### config.mk
export PLATFORM = sky130hd
export DESIGN_NAME = ctp_timer
export DESIGN_NICKNAME = d
export VERILOG_FILES = /design/src/hw/ctp_pkg.sv /design/src/hw/ctp_timer.sv
export SDC_FILE = /design/constraint.sdc
export NUM_CORES = 1
export LEC_CHECK = 0
export ABC_AREA = 0
export ABC_CLOCK_PERIOD_IN_PS = 6900
export CAP_MARGIN = 20
export CORE_MARGIN = 2
export CORE_UTILIZATION = 54
export DETAILED_ROUTE_END_ITERATION = 12
export DONT_BUFFER_PORTS = 1
export PLACE_DENSITY = 0.71
export SLEW_MARGIN = 25
export SYNTH_ARGS = -nofsm -noshare
export SYNTH_HDL_FRONTEND = slang
export SYNTH_SLANG_ARGS = --single-unit
### constraint.sdc
create_clock -name clock -period 6.9 [get_ports clock]
set_input_delay 0.69 -clock clock [delete_from_list [all_inputs] [get_ports clock]]
set_output_delay 0.69 -clock clock [all_outputs]
set_load 0.1 [all_outputs]
### src/hw/ctp_pkg.sv
// Package for the compact timer with PWM: register map, fields, encodings.
// Assumes one 100 MHz system clock; the high clock equals the system clock.
package ctp_pkg;

    localparam logic [7:0] CTP_ADDR_CTL0 = 8'h00;
    localparam logic [7:0] CTP_ADDR_CTL1 = 8'h04;
    localparam logic [7:0] CTP_ADDR_CNT_LO = 8'h08;
    localparam logic [7:0] CTP_ADDR_CNT_HI = 8'h0C;
    localparam logic [7:0] CTP_ADDR_CMPA_LO = 8'h10;
    localparam logic [7:0] CTP_ADDR_CMPA_HI = 8'h14;
    localparam logic [7:0] CTP_ADDR_PER = 8'h18;

    localparam logic [7:0] CTP_CTL0_RESET = 8'h00;
    localparam logic [7:0] CTP_CTL1_RESET = 8'h00;
    localparam logic [15:0] CTP_CMPA_RESET = 16'h0000;
    localparam logic [7:0] CTP_PER_RESET = 8'h00;
    localparam logic [7:0] CTP_CTL0_MASK = 8'hF8;

    // Prescaler taps: divide ratios minus one on a free-running counter
    localparam logic [5:0] CTP_DIV4_TAP = 6'h03;
    localparam logic [5:0] CTP_DIV8_TAP = 6'h07;
    localparam logic [5:0] CTP_DIV16_TAP = 6'h0F;
    localparam logic [5:0] CTP_DIV64_TAP = 6'h3F;

    typedef enum logic [2:0] {
        CTP_CLK_SYS_DIV4 = 3'h0,
        CTP_CLK_SYS = 3'h1,
        CTP_CLK_HIGH_DIV16 = 3'h2,
        CTP_CLK_HIGH_DIV64 = 3'h3,
        CTP_CLK_TIME_BASE = 3'h4,
        CTP_CLK_HIGH_DIV8 = 3'h5,
        CTP_CLK_PIN_RISE = 3'h6,
        CTP_CLK_PIN_FALL = 3'h7
    } ctp_clk_sel_type;

    typedef enum logic [1:0] {
        CTP_MODE_COMPARE = 2'h0,
        CTP_MODE_UNDEF = 2'h1,
        CTP_MODE_PWM = 2'h2,
        CTP_MODE_TIMER = 2'h3
    } ctp_mode_type;

    typedef enum logic [1:0] {
        CTP_IO_NONE = 2'h0,
        CTP_IO_LOW = 2'h1,
        CTP_IO_HIGH = 2'h2,
        CTP_IO_TOGGLE = 2'h3
    } ctp_io_type;

    // Control register 0: pause bit 7, clock select 6..4, on bit 3
    typedef struct packed {
        logic counter_pause;
        ctp_clk_sel_type clock_source_select;
        logic timer_on;
        logic [2:0] unused;
    } ctp_ctl0_type;

    // Control register 1
    typedef struct packed {
        ctp_mode_type operating_mode_select;
        ctp_io_type output_function_select;
        logic output_initial_level;
        logic output_polarity_invert;
        logic period_duty_swap;
        logic counter_clear_select;
    } ctp_ctl1_type;

endpackage

### src/hw/ctp_timer.sv
// Compact 16-bit timer with compare-match, timer/counter and PWM modes.
// Assumes an APB master on the system clock; pins are asynchronous.
//
// Function
// - 16-bit up-counter; A compares 16 bits, P compares top 8 bits.
// - Software cannot load counter; on-bit rising edge zeroes it.
// - Counter clears on overflow or selected match; events flag.
// - Pause bit holds counter value; clearing it resumes counting.
// - Clock select picks divided system clocks, time base or pin edge.
// - On bit runs counter; clearing it stops and keeps the value.
// - Compare mode: on-bit rising edge resets pin to initial level.
// - Mode field: compare, undefined, PWM, timer; timer leaves pin unused.
// - Compare mode on A match: keep, low, high or toggle.
// - PWM mode function: force inactive, force active, waveform.
// - Output control bit: initial level or PWM active level.
// - Polarity bit inverts the pin in compare and PWM modes.
// - Swap bit chooses which comparator sets PWM period and duty.
// - Clear select picks A match or P match/overflow; PWM ignores it.
// - Counter pair read-only, compare A pair read/write, reset zero.
// - Low bytes go through a buffer committed by high-byte access.
// - P value zero gives 65536-clock period, else multiples of 256.
// - Clear on A: no P flag; zero A overflows without A flag.
// - PWM duty at or above period gives full active level.
//
// The placing of the registers and register access over APB were chosen for this implementation.
`timescale 1ns/1ps

module ctp_timer
    import ctp_pkg::*;
(
    input wire logic clock,
    input wire logic rst_n,
    input wire logic [7:0] paddr,
    input wire logic psel,
    input wire logic penable,
    input wire logic pwrite,
    input wire logic [31:0] pwdata,
    output logic [31:0] prdata,
    output logic pready,
    output logic pslverr,
    input wire logic external_clock_pin,
    input wire logic time_base_clock,
    output logic timer_output_pin,
    output logic timer_output_oe_n,
    output logic compare_a_flag,
    output logic compare_p_flag
);

    ctp_ctl0_type ctl0_reg;
    ctp_ctl1_type ctl1_reg;
    logic [15:0] count_reg;
    logic [15:0] compare_a_value;
    logic [7:0] compare_p_value;
    logic [7:0] low_buffer_reg;
    logic [5:0] prescale_reg;
    logic [1:0] pin_sync_reg;
    logic pin_last_reg;
    logic [1:0] tbc_sync_reg;
    logic tbc_last_reg;
    logic on_last_reg;
    logic compare_level_reg;
    logic [31:0] prdata_reg;
    logic pready_reg;
    logic pslverr_reg;

    logic setup_phase;
    logic access_done;
    logic wr_en;
    logic on_rise;
    logic tick;
    logic running;
    logic [15:0] count_next;
    logic a_hit;
    logic p_hit;
    logic is_pwm;
    logic clear_now;
    logic a_event;
    logic p_event;
    logic [16:0] duty_value;
    logic pwm_active;
    logic level_next;
    logic drive_pin;

    // Picks the timer clock enable for one cycle of the system clock
    function automatic logic clock_tick(input ctp_clk_sel_type sel,
                                        input logic [5:0] pre,
                                        input logic tbc_edge,
                                        input logic pin_rise,
                                        input logic pin_fall);
        logic t;
        t = 1'b0;
        case (sel)
            CTP_CLK_SYS_DIV4: t = (pre[1:0] == CTP_DIV4_TAP[1:0]);
            CTP_CLK_SYS: t = 1'b1;
            CTP_CLK_HIGH_DIV16: t = (pre[3:0] == CTP_DIV16_TAP[3:0]);
            CTP_CLK_HIGH_DIV64: t = (pre == CTP_DIV64_TAP);
            CTP_CLK_TIME_BASE: t = tbc_edge;
            CTP_CLK_HIGH_DIV8: t = (pre[2:0] == CTP_DIV8_TAP[2:0]);
            CTP_CLK_PIN_RISE: t = pin_rise;
            default: t = pin_fall;
        endcase
        return t;
    endfunction

    assign setup_phase = psel && !penable;
    assign access_done = psel && penable && pready_reg;
    assign wr_en = access_done && pwrite && !pslverr_reg;

    // Free-running prescaler; one pulse per divided period
    always_ff @(posedge clock) begin
        if (!rst_n) begin
            prescale_reg <= 6'h00;
        end else begin
            prescale_reg <= prescale_reg + 6'h01;
        end
    end

    // Both asynchronous clock inputs pass two flops before edge detection
    always_ff @(posedge clock) begin
        if (!rst_n) begin
            pin_sync_reg <= 2'h0;
            pin_last_reg <= 1'b0;
            tbc_sync_reg <= 2'h0;
            tbc_last_reg <= 1'b0;
        end else begin
            pin_sync_reg <= {pin_sync_reg[0], external_clock_pin};
            pin_last_reg <= pin_sync_reg[1];
            tbc_sync_reg <= {tbc_sync_reg[0], time_base_clock};
            tbc_last_reg <= tbc_sync_reg[1];
        end
    end

    assign tick = clock_tick(ctl0_reg.clock_source_select, prescale_reg,
                             tbc_sync_reg[1] && !tbc_last_reg,
                             pin_sync_reg[1] && !pin_last_reg,
                             !pin_sync_reg[1] && pin_last_reg);

    assign on_rise = ctl0_reg.timer_on && !on_last_reg;
    // Off or paused: no ticks, value kept
    assign running = ctl0_reg.timer_on && !ctl0_reg.counter_pause
                     && !on_rise && tick;
    assign count_next = count_reg + 16'h0001;

    // Matches are judged on the value the counter is about to take
    assign a_hit = (count_next == compare_a_value);
    assign p_hit = (count_next[15:8] == compare_p_value)
                   && (count_next[7:0] == 8'h00);
    assign is_pwm = (ctl1_reg.operating_mode_select == CTP_MODE_PWM);

    always_comb begin
        clear_now = 1'b0;
        if (is_pwm) begin
            clear_now = ctl1_reg.period_duty_swap ? a_hit : p_hit;
        end else if (ctl1_reg.counter_clear_select) begin
            clear_now = a_hit;
        end else begin
            clear_now = p_hit;
        end
    end

    // Zero compare A means a wrap, not a match
    assign a_event = running && a_hit
                     && (compare_a_value != 16'h0000);
    assign p_event = running && p_hit && (is_pwm
                     || !ctl1_reg.counter_clear_select);

    always_ff @(posedge clock) begin
        if (!rst_n) begin
            on_last_reg <= 1'b0;
        end else begin
            on_last_reg <= ctl0_reg.timer_on;
        end
    end

    always_ff @(posedge clock) begin
        if (!rst_n) begin
            count_reg <= 16'h0000;
        end else if (on_rise) begin
            count_reg <= 16'h0000;
        end else if (running) begin
            if (clear_now) begin
                count_reg <= 16'h0000;
            end else begin
                count_reg <= count_next;
            end
        end
    end

    always_ff @(posedge clock) begin
        if (!rst_n) begin
            compare_a_flag <= 1'b0;
            compare_p_flag <= 1'b0;
        end else begin
            compare_a_flag <= a_event;
            compare_p_flag <= p_event;
        end
    end

    // Compare-mode pin state before polarity
    always_ff @(posedge clock) begin
        if (!rst_n) begin
            compare_level_reg <= 1'b0;
        end else if (ctl1_reg.operating_mode_select == CTP_MODE_COMPARE) begin
            if (on_rise) begin
                compare_level_reg <= ctl1_reg.output_initial_level;
            end else if (a_event) begin
                case (ctl1_reg.output_function_select)
                    CTP_IO_LOW: compare_level_reg <= 1'b0;
                    CTP_IO_HIGH: compare_level_reg <= 1'b1;
                    CTP_IO_TOGGLE: begin
                        compare_level_reg <= !compare_level_reg;
                    end
                    default: compare_level_reg <= compare_level_reg;
                endcase
            end
        end
    end

    // Duty as a 17-bit figure so a zero P value stands for 65536
    always_comb begin
        if (!ctl1_reg.period_duty_swap) begin
            duty_value = {1'b0, compare_a_value};
        end else if (compare_p_value == 8'h00) begin
            duty_value = 17'h10000;
        end else begin
            duty_value = {1'b0, compare_p_value, 8'h00};
        end
    end

    // Counter never passes the period, so duty at or above it stays active
    assign pwm_active = ({1'b0, count_reg} < duty_value);

    always_comb begin
        level_next = 1'b0;
        drive_pin = 1'b0;
        case (ctl1_reg.operating_mode_select)
            CTP_MODE_COMPARE: begin
                level_next = compare_level_reg;
                drive_pin = 1'b1;
            end
            CTP_MODE_PWM: begin
                drive_pin = 1'b1;
                case (ctl1_reg.output_function_select)
                    CTP_IO_LOW: level_next = 1'b1;
                    CTP_IO_HIGH: level_next = pwm_active;
                    default: level_next = 1'b0;
                endcase
                // Output control bit gives the active level
                // Active low turns the active state into a low pin
                level_next = (level_next == ctl1_reg.output_initial_level)
                             ? 1'b1 : 1'b0;
            end
            default: begin
                level_next = 1'b0;
                drive_pin = 1'b0;
            end
        endcase
    end

    always_ff @(posedge clock) begin
        if (!rst_n) begin
            timer_output_pin <= 1'b0;
            timer_output_oe_n <= 1'b1;
        end else begin
            timer_output_pin <= drive_pin
                && (level_next ^ ctl1_reg.output_polarity_invert);
            // Pin released while the timer is off, for shared use
            timer_output_oe_n <= !(drive_pin && ctl0_reg.timer_on);
        end
    end

    // Register writes; counter has no write path
    always_ff @(posedge clock) begin
        if (!rst_n) begin
            ctl0_reg <= ctp_ctl0_type'(CTP_CTL0_RESET);
            ctl1_reg <= ctp_ctl1_type'(CTP_CTL1_RESET);
            compare_a_value <= CTP_CMPA_RESET;
            compare_p_value <= CTP_PER_RESET;
        end else if (wr_en) begin
            if (paddr == CTP_ADDR_CTL0) begin
                ctl0_reg <= ctp_ctl0_type'(pwdata[7:0] & CTP_CTL0_MASK);
            end else if (paddr == CTP_ADDR_CTL1) begin
                ctl1_reg <= ctp_ctl1_type'(pwdata[7:0]);
            end else if (paddr == CTP_ADDR_CMPA_HI) begin
                compare_a_value <= {pwdata[7:0], low_buffer_reg};
            end else if (paddr == CTP_ADDR_PER) begin
                compare_p_value <= pwdata[7:0];
            end
        end
    end

    // Shared low-byte buffer; high-byte reads latch at the setup edge so
    // the returned high byte and buffered low byte are one snapshot
    always_ff @(posedge clock) begin
        if (!rst_n) begin
            low_buffer_reg <= 8'h00;
        end else if (wr_en && paddr == CTP_ADDR_CMPA_LO) begin
            low_buffer_reg <= pwdata[7:0];
        end else if (setup_phase && !pwrite) begin
            if (paddr == CTP_ADDR_CNT_HI) begin
                low_buffer_reg <= count_reg[7:0];
            end else if (paddr == CTP_ADDR_CMPA_HI) begin
                low_buffer_reg <= compare_a_value[7:0];
            end
        end
    end

    // APB answer: no wait states, read data captured in the setup cycle
    always_ff @(posedge clock) begin
        if (!rst_n) begin
            prdata_reg <= 32'h00000000;
            pready_reg <= 1'b0;
            pslverr_reg <= 1'b0;
        end else if (setup_phase) begin
            pready_reg <= 1'b1;
            pslverr_reg <= 1'b0;
            prdata_reg <= 32'h00000000;
            if (paddr == CTP_ADDR_CTL0) begin
                prdata_reg[7:0] <= ctl0_reg;
            end else if (paddr == CTP_ADDR_CTL1) begin
                prdata_reg[7:0] <= ctl1_reg;
            end else if (paddr == CTP_ADDR_CNT_LO
                         || paddr == CTP_ADDR_CMPA_LO) begin
                prdata_reg[7:0] <= low_buffer_reg;
            end else if (paddr == CTP_ADDR_CNT_HI) begin
                prdata_reg[7:0] <= count_reg[15:8];
            end else if (paddr == CTP_ADDR_CMPA_HI) begin
                prdata_reg[7:0] <= compare_a_value[15:8];
            end else if (paddr == CTP_ADDR_PER) begin
                prdata_reg[7:0] <= compare_p_value;
            end else begin
                pslverr_reg <= 1'b1;
            end
        end else begin
            pready_reg <= 1'b0;
            pslverr_reg <= 1'b0;
        end
    end

    assign prdata = prdata_reg;
    assign pready = pready_reg;
    // Error flop only rises together with pready, so it stands alone
    assign pslverr = pslverr_reg;

endmodule // ctp_timer

Word-level counts from Yosys, hierarchy flattened --
Index checks and enable logic that the tools add are counted.
Operators by class: add/sub/neg operators 2, magnitude comparators 1, equality and inequality tests 23, mux-type cells 27, bitwise gates (word level) 6, reduce and logical (&&, ||, !) cells 54
Operators by type and width (count):
- 8-bit two-way mux | 10
- 17-bit two-way mux | 2
- 8-bit by 5-bit == test with 1-bit output, second input constant | 3
- 8-bit logical NOT | 3
- 1-bit logical AND | 21
- 16-bit by 17-bit < comparator with 1-bit output | 1
- 16-bit by 1-bit adder with 16-bit output, second input constant | 1
- 16-bit == test | 1
- 8-bit by 4-bit == test with 1-bit output, second input constant | 2
- 16-bit two-way mux | 1
- 16-bit nonzero test | 1
- 3-bit == test, second input constant | 4
- 1-bit logical NOT | 12
- 1-bit two-way mux | 10
- 2-bit == test, second input constant | 4
- 8-bit by 3-bit == test with 1-bit output, second input constant | 1
- 8-bit == test | 1
- 1-bit case mux with 7 select lines | 1
- 7-bit OR reduction | 1
- 6-bit by 1-bit adder with 6-bit output, second input constant | 1
- 3-bit by 2-bit == test with 1-bit output, second input constant | 2
- 6-bit == test, second input constant | 1
- 3-bit AND reduction | 2
- 1-bit inverter | 5
- 17 further kinds | 22
Storage, ports and cells: bits in registers 89, bits of input ports 47, output and inout bits 38, word-level logic and storage cells 140

Depth between registers and ports, before layout --
depth in word-level cells 11, depth in mapped cells 12, gate-level depth less buffers 10

Worst setup path before layout --
OpenSTA, ideal clock, no wires.
kind input-to-reg, from in paddr[0], to reg low_buffer_reg[0], setup time 0.128 ns, arrival 2.831 ns, required time 6.772 ns, setup slack 3.941 ns, stages 9, buffers on the path 2, cell sequence or4_1 > or3_1 > clkbuf_1 > nor4_2 > inv_1 > and2_1 > clkbuf_1 > a221oi_1 > nor2_1
On the way: word-level cells in the longest chain between the ends 4, elaborated cells between the ends (all ways) 10, classes of those cells eq/ne (3); mux (3); reduce/logical (4)
Ends and longest elaborated chain:
- from (decl) | line ctp_timer.sv:33 | input wire logic [7:0] paddr,
- 8-bit by 4-bit == test with 1-bit output or 8-bit by 5-bit == test with 1-bit output (tied branches) | line ctp_timer.sv:300, ctp_timer.sv:297
- 8-bit two-way mux or 1-bit logical AND (tied branches) | line ctp_timer.sv:300, ctp_timer.sv:297
- 8-bit two-way mux, or another cell as far along | line ctp_timer.sv:299 | end else if (setup_phase && !pwrite) begin
- 8-bit two-way mux or 2-bit AND reduction (tied branches)
- to (signal assigned) | line ctp_timer.sv:298 | low_buffer_reg <= pwdata[7:0];
- to (signal assigned) | line ctp_timer.sv:301 | low_buffer_reg <= count_reg[7:0];
- to (signal assigned) | line ctp_timer.sv:303 | low_buffer_reg <= compare_a_value[7:0];
- to (decl) | line ctp_timer.sv:54 | logic [7:0] low_buffer_reg;
Several ways; a longest one is shown, not always the timed one. The select of a mux whose other input is x is not followed. A chain may end at the register's enable or synchronous reset.

Final worst setup path --
from reg count_reg[0], to reg count_reg[7]
On the way: word-level cells in the longest chain between the ends 6, elaborated cells between the ends (all ways) 9, classes of those cells add/sub (1); eq/ne (2); mux (4); reduce/logical (2)
Ends and longest elaborated chain:
- from (decl) | line ctp_timer.sv:51 | logic [15:0] count_reg;
- from (signal assigned) | line ctp_timer.sv:184 | count_reg <= count_next;
- 16-bit by 1-bit adder with 16-bit output * | line ctp_timer.sv:142 | assign count_next = count_reg + 16'h0001;
- 8-bit == test or 8-bit logical NOT (tied branches) | line ctp_timer.sv:146, ctp_timer.sv:147
- 1-bit logical AND | line ctp_timer.sv:147 | && (count_next[7:0] == 8'h00);
- 1-bit two-way mux, on equally long branches | line ctp_timer.sv:154, ctp_timer.sv:153
- 1-bit two-way mux | line ctp_timer.sv:152 | if (is_pwm) begin
- 16-bit two-way mux * | line ctp_timer.sv:181 | if (clear_now) begin
Mark *: on every way between the ends. The rest lies on a longest branch, timed or not.

==> impl_metrics.tcl <==
set metrics [dict create \
    p_leak_nw 2.120 \
    io_pins 85 \
    cts_buffers 9 \
    grt_first_pass_wirelength_um 25760 \
    met1_usage_pct 37.98 \
    cp_slowest_cell "or4_1" \
    setup_viol 0 \
    drc 0 \
    p_clk_share_pct 36.1 \
    maxSlewViolCount 0 \
    ys_seq_area_share_pct 29.48 \
    worstRegToRegCells 9 \
    path_cells "ha_1 > nand4_1 > or4_1 > nand2_1 > o311ai_0 > a2111oi_1 > a32oi_4 > nand2_2 > o211ai_2" \
    postCtsSetupBuffers 0 \
    min_to "prescale_reg[1]$_SDFF_PN0_" \
    cp.buffers_inverters 0 \
    arrival_ps 4810 \
    overflow 0 \
    regToRegEndpoint "count_reg[7]$_SDFFE_PP0P_" \
    synthTopCellsByArea "dfxtp_1 29%, mux2i_1 7.8%, nor2_1 5.4%" \
    place_inst 802 \
    met3_usage_pct 5.750 \
    antenna_found_initial 0 \
    drive_above_1_share_pct 7.670 \
    cts-root-buf "clkbuf_8" \
    p_seq_share_pct 55.6 \
    num_rows 38 \
    grt_max_degree 58 \
    h-tree-depth 3 \
    dieArea_sq_mm 0.01206 \
    setup.worst_path.class "reg2reg" \
    drv_cap 0 \
    first_global_vias 4813 \
    relSlewSlack_pct 22.63 \
    worst_pin_slew_ps 1152 \
    wl_um 16410 \
    yosys_warnings 0 \
    critPathCaptureType "flop" \
    setup_slack_ps 2356 \
    dr_total_vias 5298 \
    area_delta_synth_final_pct 0.6625 \
    die_height_um 109.8 \
    rsz0062_at_grt "no" \
    fin_crit_sh_pct 65.86 \
    routedWlPerCell_um 20.07 \
    use_met2_pct 43.95 \
    hold_violations 0 \
    hold_start "rst_n" \
    p_int_uw 665.8 \
    final_common_cell "dfxtp_1" \
    start_kind "flop" \
    ant_nets 0 \
    clock.fmax_ghz 0.2201 \
    cp_max_fo 18 \
    tns_ps 0 \
    reg2reg_from "count_reg[0]$_SDFFE_PP0P_" \
    min_delay_path_depth 1 \
    netSwitchingFraction_pct 32.13 \
    period_needed_ps 4544 \
    start_util_pct 55.52 \
    globalplace.congestion 0.9158 \
    critical-path-top-delay-family "simple AND/OR/NAND/NOR gates" \
    yosysUniqueCellTypes 74 \
    synth_edf_count 0 \
    cts_buffer_depth 2 \
    num-nets-final 742 \
    io_buffer_count 0 \
    synth_area_per_cell_sq_um 8.419 \
    rrSetupSlack_ps 2360 \
    hpwl_um 12100 \
    vias_per_cell 6.477 \
    p_total_uw 980.9 \
    die_width_um 109.8 \
    syn_inst 718 \
    layout.cells.most_common_list "89 x dfxtp_1, 87 x nor2_1, 50 x nand2_1" \
    outcome "completed" \
    yosysTopAreaCellShare_pct 29.48 \
    detailedPlace.worstSlack_ps 2480 \
    netlist_area_sq_mm 0.006045 \
    n_antenna_cell 0 \
    p_sw_uw 315.1 \
    cpPeakStageDelay_ps 850 \
    cts_tree "built" \
    grt_use_total_pct 27.89 \
    top_usage_layer "met2" \
    power_frac_comb_pct 8.3 \
    fin_cells 818 \
    powerDensity_mw_per_mm2 161.2 \
    hold_buffers 0 \
    async_reset_ff_share_pct 0 \
    hold_path_class "in2reg" \
    clkSlewWorstSetupHoldPaths_ps 100 \
    cts.sinks 89 \
    synth_top_cell_by_area "dfxtp_1" \
    ir_drop_mv 0.1205 \
    synthFlopType "dfxtp_1" \
    dr.pass1.iters 6 \
    final.setup_skew_ps 10.65 \
    cp_data_required_time_ps 7170 \
    core_sq_mm 0.01089 \
    synth_seq_cells 89 \
    drtIter0Drc 504 \
    clkLatencyLatePin_ps 390 \
    cts_resized 0 \
]
## cell usage after synthesis, types with 10 or more instances
master,n
and3_1,16
xnor2_1,16
dfxtp_1,89
nand4_1,11
o21ai_0,13
nand3_1,16
nand2_1,50
mux2i_1,47
xor2_1,10
nor4_1,13
a21oi_1,29
and2_1,15
nor2_1,87
nand2b_1,13
clkbuf_1,42
nor3_1,13
a221oi_1,18
inv_1,14
ha_1,22
buf_4,26
## logic make-up after synthesis
logic type      Yosys count  synth area share (%)
buf+inv                  96                 7.990
other cells               1               0.06204
xor+xnor                 33                 6.396
flops                    89                 29.48
fa+ha+maj                22                 4.554
simple gates            281                 24.14
compound gates          149                 19.60
mux                      47                 7.783
## per-layer routing
layer  part of all wire, %  wire length (um)  vias up
met4                   2.0               333        0
met2                    47              7740      238
met5                     0                 0        -
met1                    43              7025     2522
li1                      -                 -     2501
met3                   8.0              1314       37
## power by group through the flow
stage / sequential (mW) / clock [mW] / combinational [mW]
after floorplan: 0.556 / 0 / 0.0882
after global placement: 0.557 / 0 / 0.0802
after detailed placement: 0.558 / 0 / 0.0809
after CTS: 0.546 / 0.361 / 0.0809
after global routing: 0.547 / 0.376 / 0.0851
final: 0.546 / 0.354 / 0.0814
## per-stage QoR
step	cell area [sq um]	util, %	hold WS [ps]
after floorplan	6131	-	411.9
final	6085	55.88	419.2
after detailed placement	5898	54.17	421.6
after CTS	6085	55.88	408.9
after global routing	6085	55.88	407.3
after global placement	5898	54.17	415.4
## worst max-delay path by stage
stage / start / to / slack (ps) / depth (start not counted)
after floorplan: paddr[0] / low_buffer_reg[0]$_SDFFE_PN0P_ / 3940 / 9
after detailed placement: count_reg[0]$_SDFFE_PP0P_ / count_reg[7]$_SDFFE_PP0P_ / 2480 / 9
after CTS: count_reg[0]$_SDFFE_PP0P_ / count_reg[7]$_SDFFE_PP0P_ / 2440 / 9
after global placement: count_reg[0]$_SDFFE_PP0P_ / count_reg[7]$_SDFFE_PP0P_ / 2610 / 9
final: count_reg[0]$_SDFFE_PP0P_ / count_reg[7]$_SDFFE_PP0P_ / 2360 / 9
after global routing: count_reg[0]$_SDFFE_PP0P_ / count_reg[8]$_SDFFE_PP0P_ / 2080 / 8
## area by class of cell
class                      count  area, sq um
multi-input combinational    556         3866
tap                          140        175.2
sequential                    89         1782
fill                         973         4803
timing repair buffer           3        22.52
clock inverter                 7        62.56
inverter                      14        52.55
clock buffer                   9        123.9
Power figures use the tool's default switching activity.
